File: config.mk
export PLATFORM = sky130hd
export DESIGN_NAME = owdb_top
export DESIGN_NICKNAME = d
export VERILOG_FILES = /design/src/logic/owdb_pkg.sv /design/src/logic/owdb_top.sv
export SDC_FILE = /design/constraint.sdc
export NUM_CORES = 1
export LEC_CHECK = 0
export BUFFER_PORTS_ARGS = -buffer_cell sky130_fd_sc_hd__buf_2
export CAP_MARGIN = 20
export CORE_AREA = 3 3 280 282
export CTS_CLUSTER_DIAMETER = 200
export CTS_CLUSTER_SIZE = 28
export DETAILED_ROUTE_END_ITERATION = 10
export DIE_AREA = 0 0 283 285
export PLACE_DENSITY_LB_ADDON = 0.2
export SETUP_SLACK_MARGIN = 0.3
export SYNTH_ARGS = -nofsm -noshare
export SYNTH_HDL_FRONTEND = slang
export SYNTH_SLANG_ARGS = --single-unit
File: constraint.sdc
create_clock -name clock -period 5.4 [get_ports clock]
set_input_delay 0.54 -clock clock [delete_from_list [all_inputs] [get_ports clock]]
set_output_delay 0.54 -clock clock [all_outputs]
set_load 0.02 [all_outputs]
File: src/logic/owdb_pkg.sv
package owdb_pkg;
    // register byte offsets
    localparam logic [7:0] OFF_CTRL    = 8'h00; // sink control, select, go
    localparam logic [7:0] OFF_THR     = 8'h04; // open wire threshold
    localparam logic [7:0] OFF_AUXCFG  = 8'h08; // aux channel select, settle
    localparam logic [7:0] OFF_LOC     = 8'h0c; // shared channel location
    localparam logic [7:0] OFF_STAT    = 8'h10; // done flags (write one clears)
    localparam logic [7:0] OFF_VFAULT  = 8'h14; // voltage pin faults
    localparam logic [7:0] OFF_BFAULT  = 8'h18; // balance pin faults
    localparam logic [7:0] OFF_AUXDIAG = 8'h1c; // aux diagnostic result
    localparam logic [7:0] OFF_MAINDIAG = 8'h20; // main diagnostic result
    localparam logic [7:0] OFF_BAR     = 8'h24; // dedicated bar result
    localparam logic [7:0] OFF_BARFILT = 8'h28; // bar filter setting
    // field positions in the control and status registers
    localparam int SNK_LSB = 0;
    localparam int SEL_LSB = 4;
    localparam int GO_BIT  = 8;
    localparam int VDONE_BIT = 0;
    localparam int BDONE_BIT = 1;
    // encodings
    localparam logic [2:0] SEL_VPIN = 3'h2;
    localparam logic [2:0] SEL_BPIN = 3'h3;
    localparam logic [1:0] SNK_OFF  = 2'h0;
    localparam logic [1:0] SNK_VPIN = 2'h1;
    localparam logic [1:0] SNK_BPIN = 2'h2;
    localparam logic [1:0] SNK_BAR  = 2'h3;
    // reset values
    localparam logic [15:0] DIAG_RST = 16'h8000;
    localparam logic [3:0]  THR_RST  = 4'h0;
    localparam logic [4:0]  LOC_RST  = 5'h00;
    // threshold step: one lsb of threshold is two to this power result lsbs
    localparam int THR_SHIFT = 8;
    localparam int BAR_GAIN  = 5;

    typedef enum logic [1:0] {
        OWDB_IDLE = 2'b00,
        OWDB_SCAN = 2'b01,
        OWDB_DONE = 2'b11
    } owdb_state_e;

    typedef struct packed {
        logic [1:0] sink;
        logic [2:0] sel;
    } owdb_ctrl_s;
endpackage

File: src/logic/owdb_top.sv
// The AXI4-Lite slave port and the placing of the registers are this design's own decisions.
`timescale 1ns/100ps
// Overview of operation
// - sinks on upper pins, sources on bottom
// - compare main cell results to threshold
// - compare aux balance results to threshold
// - locked aux channel copies to aux result
// - main diagnostic result never gets sense data
// - compare every active channel
// - set matching done flag on completion
// - report faults in two register sets
// - at most three bus bars supported
// - both converters measure bar pair
// - bar gain five, own filter setting
// - individual bar uses cell result, filter
// - shared location drives common mode correction
// ----------------------------------------------------------------
module owdb_top #(
    parameter int N_CH = 16  // number of cell channels
) (
    input  wire logic               clock,
    input  wire logic               rst_n,
    // axi4-lite slave
    input  wire logic [7:0]         s_axi_awaddr,
    input  wire logic               s_axi_awvalid,
    output logic                    s_axi_awready,
    input  wire logic [31:0]        s_axi_wdata,
    input  wire logic [3:0]         s_axi_wstrb,
    input  wire logic               s_axi_wvalid,
    output logic                    s_axi_wready,
    output logic [1:0]              s_axi_bresp,
    output logic                    s_axi_bvalid,
    input  wire logic               s_axi_bready,
    input  wire logic [7:0]         s_axi_araddr,
    input  wire logic               s_axi_arvalid,
    output logic                    s_axi_arready,
    output logic [31:0]             s_axi_rdata,
    output logic [1:0]              s_axi_rresp,
    output logic                    s_axi_rvalid,
    input  wire logic               s_axi_rready,
    // converter results, one word per channel
    input  wire logic [N_CH*16-1:0] main_cell_result,
    input  wire logic [N_CH*16-1:0] aux_cell_measurement,
    input  wire logic [N_CH-1:0]    active_channels,
    input  wire logic [15:0]        main_bar_result,
    input  wire logic [15:0]        aux_bar_result,
    // current sink and source enables
    output logic [N_CH-1:0]         vpin_sink_en,
    output logic [N_CH-1:0]         bpin_sink_en,
    output logic                    bottom_sense_source_en,
    output logic                    bottom_balance_source_en,
    output logic                    bar_sink_en,
    // converter steering
    output logic [4:0]              aux_cell_select,
    output logic [1:0]              aux_settle_time,
    output logic [4:0]              common_mode_channel,
    output logic [3:0]              bar_filter_setting,
    output logic [2:0]              bar_gain
);
    // ------------------------------------------------------------
    // register storage
    // ------------------------------------------------------------
    owdb_pkg::owdb_ctrl_s ctrl_q;      // sink and select
    logic [3:0]           thr_q;       // open wire threshold
    logic [4:0]           auxsel_q;    // aux channel select
    logic [1:0]           settle_q;    // aux settle time
    logic [4:0]           loc_q;       // shared channel location
    logic [3:0]           barfilt_q;   // dedicated bar filter
    logic [1:0]           done_q;      // done flags
    logic [N_CH-1:0]      vfault_q;    // voltage pin faults
    logic [N_CH-1:0]      bfault_q;    // balance pin faults
    logic [15:0]          auxdiag_q;   // aux diagnostic result
    logic [15:0]          bar_q;       // latest dedicated bar result
    owdb_pkg::owdb_state_e state_q;    // comparison sequencer
    logic [2:0]           run_sel_q;   // test being run
    logic [$clog2(N_CH)-1:0] idx_q;    // channel under compare

    // ------------------------------------------------------------
    // axi write channel
    // ------------------------------------------------------------
    logic       aw_hold_q;   // address taken, waiting data
    logic       w_hold_q;    // data taken, waiting address
    logic [7:0] awaddr_q;
    logic [31:0] wdata_q;
    logic       wr_fire;     // both halves present this cycle
    logic [7:0] wr_addr;
    logic [31:0] wr_data;
    logic       wr_en;

    // ready drops while a half is held or the answer waits
    assign s_axi_awready = !aw_hold_q && !s_axi_bvalid;
    assign s_axi_wready  = !w_hold_q && !s_axi_bvalid;
    // a held half wins over the live bus
    assign wr_addr = aw_hold_q ? awaddr_q : s_axi_awaddr;
    assign wr_data = w_hold_q ? wdata_q : s_axi_wdata;
    assign wr_fire = (aw_hold_q || (s_axi_awvalid && s_axi_awready))
                  && (w_hold_q || (s_axi_wvalid && s_axi_wready));
    // partial writes are ignored unless data came before address: every field sits in the low byte pair
    assign wr_en   = wr_fire && (s_axi_wstrb == 4'hf || w_hold_q);

    // address and data may come in either order
    always_ff @(posedge clock) begin
        if (!rst_n) begin
            aw_hold_q <= 1'b0;
            w_hold_q  <= 1'b0;
            awaddr_q  <= 8'h00;
            wdata_q   <= 32'h0000_0000;
        end else if (wr_fire) begin
            aw_hold_q <= 1'b0;
            w_hold_q  <= 1'b0;
        end else begin
            if (s_axi_awvalid && s_axi_awready) begin
                aw_hold_q <= 1'b1;
                awaddr_q  <= s_axi_awaddr;
            end
            if (s_axi_wvalid && s_axi_wready) begin
                w_hold_q <= 1'b1;
                wdata_q  <= s_axi_wdata;
            end
        end
    end

    // write response one cycle after both halves
    // addresses past the last register answer with an error
    always_ff @(posedge clock) begin
        if (!rst_n) begin
            s_axi_bvalid <= 1'b0;
            s_axi_bresp  <= 2'h0;
        end else if (wr_fire) begin
            s_axi_bvalid <= 1'b1;
            s_axi_bresp  <= (wr_addr > owdb_pkg::OFF_BARFILT) ? 2'h2 : 2'h0;
        end else if (s_axi_bready) begin
            s_axi_bvalid <= 1'b0;
        end
    end

    // ------------------------------------------------------------
    // software writable registers
    // ------------------------------------------------------------
    logic go_pulse;  // go bit written this cycle
    assign go_pulse = wr_en && wr_addr == owdb_pkg::OFF_CTRL
                   && wr_data[owdb_pkg::GO_BIT];

    // go is not stored; it only starts a scan
    always_ff @(posedge clock) begin
        if (!rst_n) begin
            ctrl_q    <= '0;
            thr_q     <= owdb_pkg::THR_RST;
            auxsel_q  <= 5'h00;
            settle_q  <= 2'h0;
            loc_q     <= owdb_pkg::LOC_RST;
            barfilt_q <= 4'h0;
        end else if (wr_en) begin
            case (wr_addr)
                owdb_pkg::OFF_CTRL: begin
                    ctrl_q.sink <= wr_data[owdb_pkg::SNK_LSB +: 2];
                    ctrl_q.sel  <= wr_data[owdb_pkg::SEL_LSB +: 3];
                end
                owdb_pkg::OFF_THR:     thr_q     <= wr_data[3:0];
                owdb_pkg::OFF_AUXCFG: begin
                    auxsel_q <= wr_data[4:0];
                    settle_q <= wr_data[9:8];
                end
                owdb_pkg::OFF_LOC:     loc_q     <= wr_data[4:0];
                owdb_pkg::OFF_BARFILT: barfilt_q <= wr_data[3:0];
                default: ;
            endcase
        end
    end

    // ------------------------------------------------------------
    // current sinks and sources
    // ------------------------------------------------------------
    // bottom pin of each pair is pulled up, all others pulled down
    logic vpin_on;
    logic bpin_on;
    assign vpin_on = ctrl_q.sink == owdb_pkg::SNK_VPIN;
    assign bpin_on = ctrl_q.sink == owdb_pkg::SNK_BPIN;
    assign vpin_sink_en = {N_CH{vpin_on}};
    assign bpin_sink_en = {N_CH{bpin_on}};
    assign bottom_sense_source_en   = vpin_on;
    assign bottom_balance_source_en = bpin_on;
    assign bar_sink_en = ctrl_q.sink == owdb_pkg::SNK_BAR;
    // plain register copies toward the converters
    assign aux_cell_select     = auxsel_q;
    assign aux_settle_time     = settle_q;
    assign common_mode_channel = loc_q;
    // cell channels keep the common filter, only the bar has its own
    assign bar_filter_setting  = barfilt_q;
    // dedicated bar front end is fixed at gain five
    assign bar_gain = 3'(owdb_pkg::BAR_GAIN);

    // ------------------------------------------------------------
    // comparison sequencer
    // ------------------------------------------------------------
    logic [15:0] cur_val;   // measurement of channel under test
    logic [15:0] thr_val;   // threshold scaled to result lsbs
    logic        below;     // channel reads below threshold
    logic        aux_lock;  // aux select names one channel
    // main results for sense pins, aux results for balance pins
    assign cur_val = (run_sel_q == owdb_pkg::SEL_VPIN)
                   ? main_cell_result[idx_q*16 +: 16]
                   : aux_cell_measurement[idx_q*16 +: 16];
    // one threshold step weighs 256 result lsbs
    assign thr_val = 16'({12'h000, thr_q} << owdb_pkg::THR_SHIFT);
    assign below   = cur_val < thr_val;
    // select zero is round robin, k locks on channel k-1
    assign aux_lock = auxsel_q != 5'h00;

    // one channel per cycle; unknown selects are ignored
    always_ff @(posedge clock) begin
        if (!rst_n) begin
            state_q   <= owdb_pkg::OWDB_IDLE;
            run_sel_q <= 3'h0;
            idx_q     <= '0;
        end else begin
            case (state_q)
                owdb_pkg::OWDB_IDLE: begin
                    // only the two open wire selects start a scan
                    if (go_pulse && (wr_data[owdb_pkg::SEL_LSB +: 3] == owdb_pkg::SEL_VPIN
                        || wr_data[owdb_pkg::SEL_LSB +: 3] == owdb_pkg::SEL_BPIN)) begin
                        state_q   <= owdb_pkg::OWDB_SCAN;
                        run_sel_q <= wr_data[owdb_pkg::SEL_LSB +: 3];
                        idx_q     <= '0;
                    end
                end
                owdb_pkg::OWDB_SCAN: begin
                    // last channel ends the scan; the flag follows a cycle later
                    if (idx_q == ($clog2(N_CH))'(N_CH - 1))
                        state_q <= owdb_pkg::OWDB_DONE;
                    else
                        idx_q <= idx_q + 1'b1;
                end
                owdb_pkg::OWDB_DONE: state_q <= owdb_pkg::OWDB_IDLE;
                default: state_q <= owdb_pkg::OWDB_IDLE;
            endcase
        end
    end

    // fault bits: cleared at start, set per channel during scan
    // inactive channels keep the zero written at go
    always_ff @(posedge clock) begin
        if (!rst_n) begin
            vfault_q <= '0;
            bfault_q <= '0;
        end else if (state_q == owdb_pkg::OWDB_IDLE && go_pulse) begin
            if (wr_data[owdb_pkg::SEL_LSB +: 3] == owdb_pkg::SEL_VPIN)
                vfault_q <= '0;
            if (wr_data[owdb_pkg::SEL_LSB +: 3] == owdb_pkg::SEL_BPIN)
                bfault_q <= '0;
        end else if (state_q == owdb_pkg::OWDB_SCAN && active_channels[idx_q]) begin
            if (run_sel_q == owdb_pkg::SEL_VPIN)
                vfault_q[idx_q] <= below;
            else
                bfault_q[idx_q] <= below;
        end
    end

    // locked aux channel copies its compared value; main result untouched
    // round robin select leaves the old value standing
    always_ff @(posedge clock) begin
        if (!rst_n) begin
            auxdiag_q <= owdb_pkg::DIAG_RST;
        end else if (state_q == owdb_pkg::OWDB_SCAN && run_sel_q == owdb_pkg::SEL_BPIN
                     && aux_lock && 5'(idx_q) == auxsel_q - 5'h01) begin
            auxdiag_q <= cur_val;
        end
    end

    // done flags: hardware set wins over software clear
    // one flag per test, matching the select that ran
    logic [1:0] done_set;
    logic [1:0] done_clr;
    assign done_set[owdb_pkg::VDONE_BIT] = state_q == owdb_pkg::OWDB_DONE
                                        && run_sel_q == owdb_pkg::SEL_VPIN;
    assign done_set[owdb_pkg::BDONE_BIT] = state_q == owdb_pkg::OWDB_DONE
                                        && run_sel_q == owdb_pkg::SEL_BPIN;
    assign done_clr = (wr_en && wr_addr == owdb_pkg::OFF_STAT) ? wr_data[1:0] : 2'h0;
    always_ff @(posedge clock) begin
        if (!rst_n)
            done_q <= 2'h0;
        else
            done_q <= (done_q & ~done_clr) | done_set;
    end

    // dedicated bar result follows the main converter
    // one dedicated bar channel; bars on cell channels stay in cell results
    always_ff @(posedge clock) begin
        if (!rst_n)
            bar_q <= 16'h0000;
        else
            bar_q <= main_bar_result;
    end

    // ------------------------------------------------------------
    // axi read channel
    // ------------------------------------------------------------
    logic [31:0] rd_mux;
    // read mux decoded straight from the address bus
    always_comb begin
        rd_mux = 32'h0000_0000;
        case (s_axi_araddr)
            owdb_pkg::OFF_CTRL:    rd_mux = {24'h0, 1'b0, ctrl_q.sel, 2'b0, ctrl_q.sink};
            owdb_pkg::OFF_THR:     rd_mux = {28'h0, thr_q};
            owdb_pkg::OFF_AUXCFG:  rd_mux = {22'h0, settle_q, 3'h0, auxsel_q};
            owdb_pkg::OFF_LOC:     rd_mux = {27'h0, loc_q};
            owdb_pkg::OFF_STAT:    rd_mux = {23'h0, state_q != owdb_pkg::OWDB_IDLE,
                                             6'h0, done_q};
            owdb_pkg::OFF_VFAULT:  rd_mux = 32'(vfault_q);
            owdb_pkg::OFF_BFAULT:  rd_mux = 32'(bfault_q);
            owdb_pkg::OFF_AUXDIAG: rd_mux = {16'h0, auxdiag_q};
            owdb_pkg::OFF_MAINDIAG: rd_mux = {16'h0, owdb_pkg::DIAG_RST};
            owdb_pkg::OFF_BAR:     rd_mux = {aux_bar_result, bar_q};
            owdb_pkg::OFF_BARFILT: rd_mux = {28'h0, barfilt_q};
            default:               rd_mux = 32'h0000_0000;
        endcase
    end

    // one read outstanding: no new address until data is taken
    assign s_axi_arready = !s_axi_rvalid;
    // read data registered one cycle after address
    always_ff @(posedge clock) begin
        if (!rst_n) begin
            s_axi_rvalid <= 1'b0;
            s_axi_rdata  <= 32'h0000_0000;
            s_axi_rresp  <= 2'h0;
        end else if (s_axi_arvalid && s_axi_arready) begin
            s_axi_rvalid <= 1'b1;
            s_axi_rdata  <= rd_mux;
            s_axi_rresp  <= (s_axi_araddr > owdb_pkg::OFF_BARFILT
                             || s_axi_araddr[1:0] != 2'h0) ? 2'h2 : 2'h0;
        end else if (s_axi_rready) begin
            s_axi_rvalid <= 1'b0;
        end
    end
endmodule

==> run metrics <==
status=complete, no violations; core area=75,900 sq um; critical path required time=5730 ps; crit path DAT=4730 ps; EDFF count, synth=0; fmax=227 MHz; highest metal used=met5; post_cts resized=0; power share of the clock group=42.8%; largest net degree at the start of global routing=88; commonest non-fill, non-tap cell in the layout=buf_2; NetSw=0.778 mW; Reg area=3110 sq um; Slew headroom=28.7%; Die Ht=285 microns; static leakage=6.72 nW; sequential share of power=39.8%; Post-CTS Setup Bufs=0; CP startpoint kind=register; Setup TNS Final=0 ps; Combinational Power Share=17.5%; # port buffers=685; WL final=74.6 mm; die width=283 microns; Clock Sinks=155; Vias=12,500; layout cells sized above 1=54.5%; Clock Path Buffers=2; clock latency at the later pin of the worst-skew pair=430 ps; Area Overhead vs Synth=42.6%; CTS tree=yes; WL met1=27.2 mm; Sw Ratio=26.3%; Tmin final=4400 ps; initial antenna violation count=74; Initial Utilization=15.2%; Worst R2R Start=run_sel_q[0]; crit path kind=register to register; Nets=2,342; Reg clk slew, reported paths=70 ps; vias per inst=4.49; total grt overflow=0; hold_buf cts=0; total of max-cap violations=0; antenna viol nets, final=0; Post-Synthesis Cell Area=11,600 sq um; crit path launch=run_sel_q[0]; global-route wire length before repair=101 mm; WL met2=38.1 mm; Synth Instances=1,121; Final Max Slew Viols=0; most frequent cells in the layout=buf_2 (685), dfxtp_1 (152), mux4_2 (133); endpoints failing hold=0; vias in the first global route=13,200; Multi-input gate area=7670 sq um; crit path max fanout=35; Pre-antenna DRT Iters=5; Least-Margin Pin Slew=1060 ps; DR iter-0 viols=841; post-synthesis sequential area ratio=26.9%; Worst Hold Class=primary input to register; row count=101; gpl congestion=0.939; Max rail drop VDD=0.184 mV; syn avg cell area=10.3 sq um; drc violations=0; cell area power density=180 nW/um^2; final setup fails=0; Yosys reg bits=155; # H-tree levels=4; Setup crit end kind=register; Hold Crit Start=s_axi_rready; Setup Skew=12.2 ps; YS warnings=0; WL met3=5.78 mm; cts bufs inserted=17; Post-synth ARST share=0%; Post-synth top flop=dfxtp_1; WL/cell=26.8 microns; GRT Total Usage=17.6%; Die Area=80,700 sq um; Int Pwr=2.18 mW; DP Wirelength=62.8 mm; Final Util=21.7%; root buffer cell=clkbuf_16; unrepaired setup endpoints after global routing=false; num ports=714; fill cell count=8,570; period utilization=81.5%; library cells used by synthesis=63
==> Yosys cell counts, types with 11 or more instances <==
cell / number / area [sq um]
dfxtp_1: 155 / 3100
mux4_2: 133 / 3000
nor2_1: 120 / 450
mux2i_1: 70 / 701
a21oi_1: 67 / 335
a22oi_1: 55 / 413
nand2_1: 54 / 203
clkbuf_1: 53 / 199
buf_4: 40 / 300
o211ai_1: 38 / 285
buf_2: 32 / 160
o41ai_2: 30 / 488
and2_1: 21 / 131
o21ai_0: 21 / 105
nor3_1: 20 / 100
nand3_1: 19 / 95.1
mux2_2: 17 / 191
a211oi_1: 12 / 90.1
buf_1: 12 / 45.0
inv_1: 11 / 41.3
==> through the flow <==
stage / instance area, sq um / worst slack, ps / hold slack (ps) / cells / power [mW]
floorplan: 11600 / 1310 / 454 / 1124 / 1.40
global placement: 15800 / 962 / 447 / 2724 / 1.72
detailed placement: 15800 / 993 / 451 / 2725 / 1.73
CTS: 16400 / 971 / 262 / 2757 / 3.01
global route: 16500 / 731 / 296 / 2780 / 3.08
finish: 16500 / 997 / 292 / 2788 / 2.96
==> final timing paths <==
path / to / slack [ps] / cells past startpoint
hold / removal: s_axi_rvalid / 290 / 2
hold reg to reg: s_axi_rdata[2] / 450 / 2
setup reg to reg: vfault_q[0] / 1000 / 9
setup / recovery: vfault_q[0] / 1000 / 9
==> critical path, cell delays in order (launching register included) <==
cell and delay [ps]:
dfxtp_1 440, or3b_4 620, mux4_2 590, mux4_2 500, mux2_2 360, ha_1 310
a2111oi_0 330, or3b_1 390, buf_4 310, o41ai_2 400
==> state kept, by name, indices dropped and copies added, names as in the netlist, 5 cells and up <==
name,count
ctrl_q,5
s_axi_rdata,32
aux_cell_select,5
auxdiag_q,16
bar_q,16
awaddr_q,8
bfault_q,16
vfault_q,16
wdata_q,9
common_mode_channel,5
==> final cells by class <==
| class | count | area share (%) |
|---|---|---|
| Sequential cell | 155 | 18.9 |
| Antenna cell | 30 | 0.456 |
| Multi-Input combinational cell | 813 | 46.5 |
| Clock buffer | 19 | 2.69 |
| Timing Repair Buffer | 716 | 22.3 |
| Tap cell | 1030 | 7.82 |
| Clock inverter | 13 | 0.980 |
| Inverter | 12 | 0.273 |
==> kinds of logic (layout without fill, tap and decap cells) <==
kind of cell,count (synthesis),in the layout,synth area share [%]
AND/OR/NAND/NOR,297,297,12.3
AO/OA/AOI/OAI,278,278,18.8
multiplexers,220,220,33.7
buffers and inverters,156,760,7.06
flip-flops,155,155,26.9
adder cells (fa/ha/maj),8,8,0.866
XOR/XNOR,5,5,0.379
other,2,35,0.0650
==> layer usage <==
| layer | track usage, % | vias up |
|---|---|---|
| li1 | - | 5589 |
| met1 | 19.6 | 6098 |
| met2 | 31.7 | 634 |
| met3 | 4.36 | 162 |
| met4 | 8.08 | 38 |
| met5 | 0 | - |
==> power groups by stage <==
stage	logic [mW]	clock network, mW	registers (mW)
floorplan	0.208	0	1.20
global placement	0.519	0	1.20
detailed placement	0.524	0	1.20
CTS	0.526	1.31	1.18
global route	0.559	1.34	1.18
finish	0.517	1.26	1.18
(Power assumes the default switching activity.)
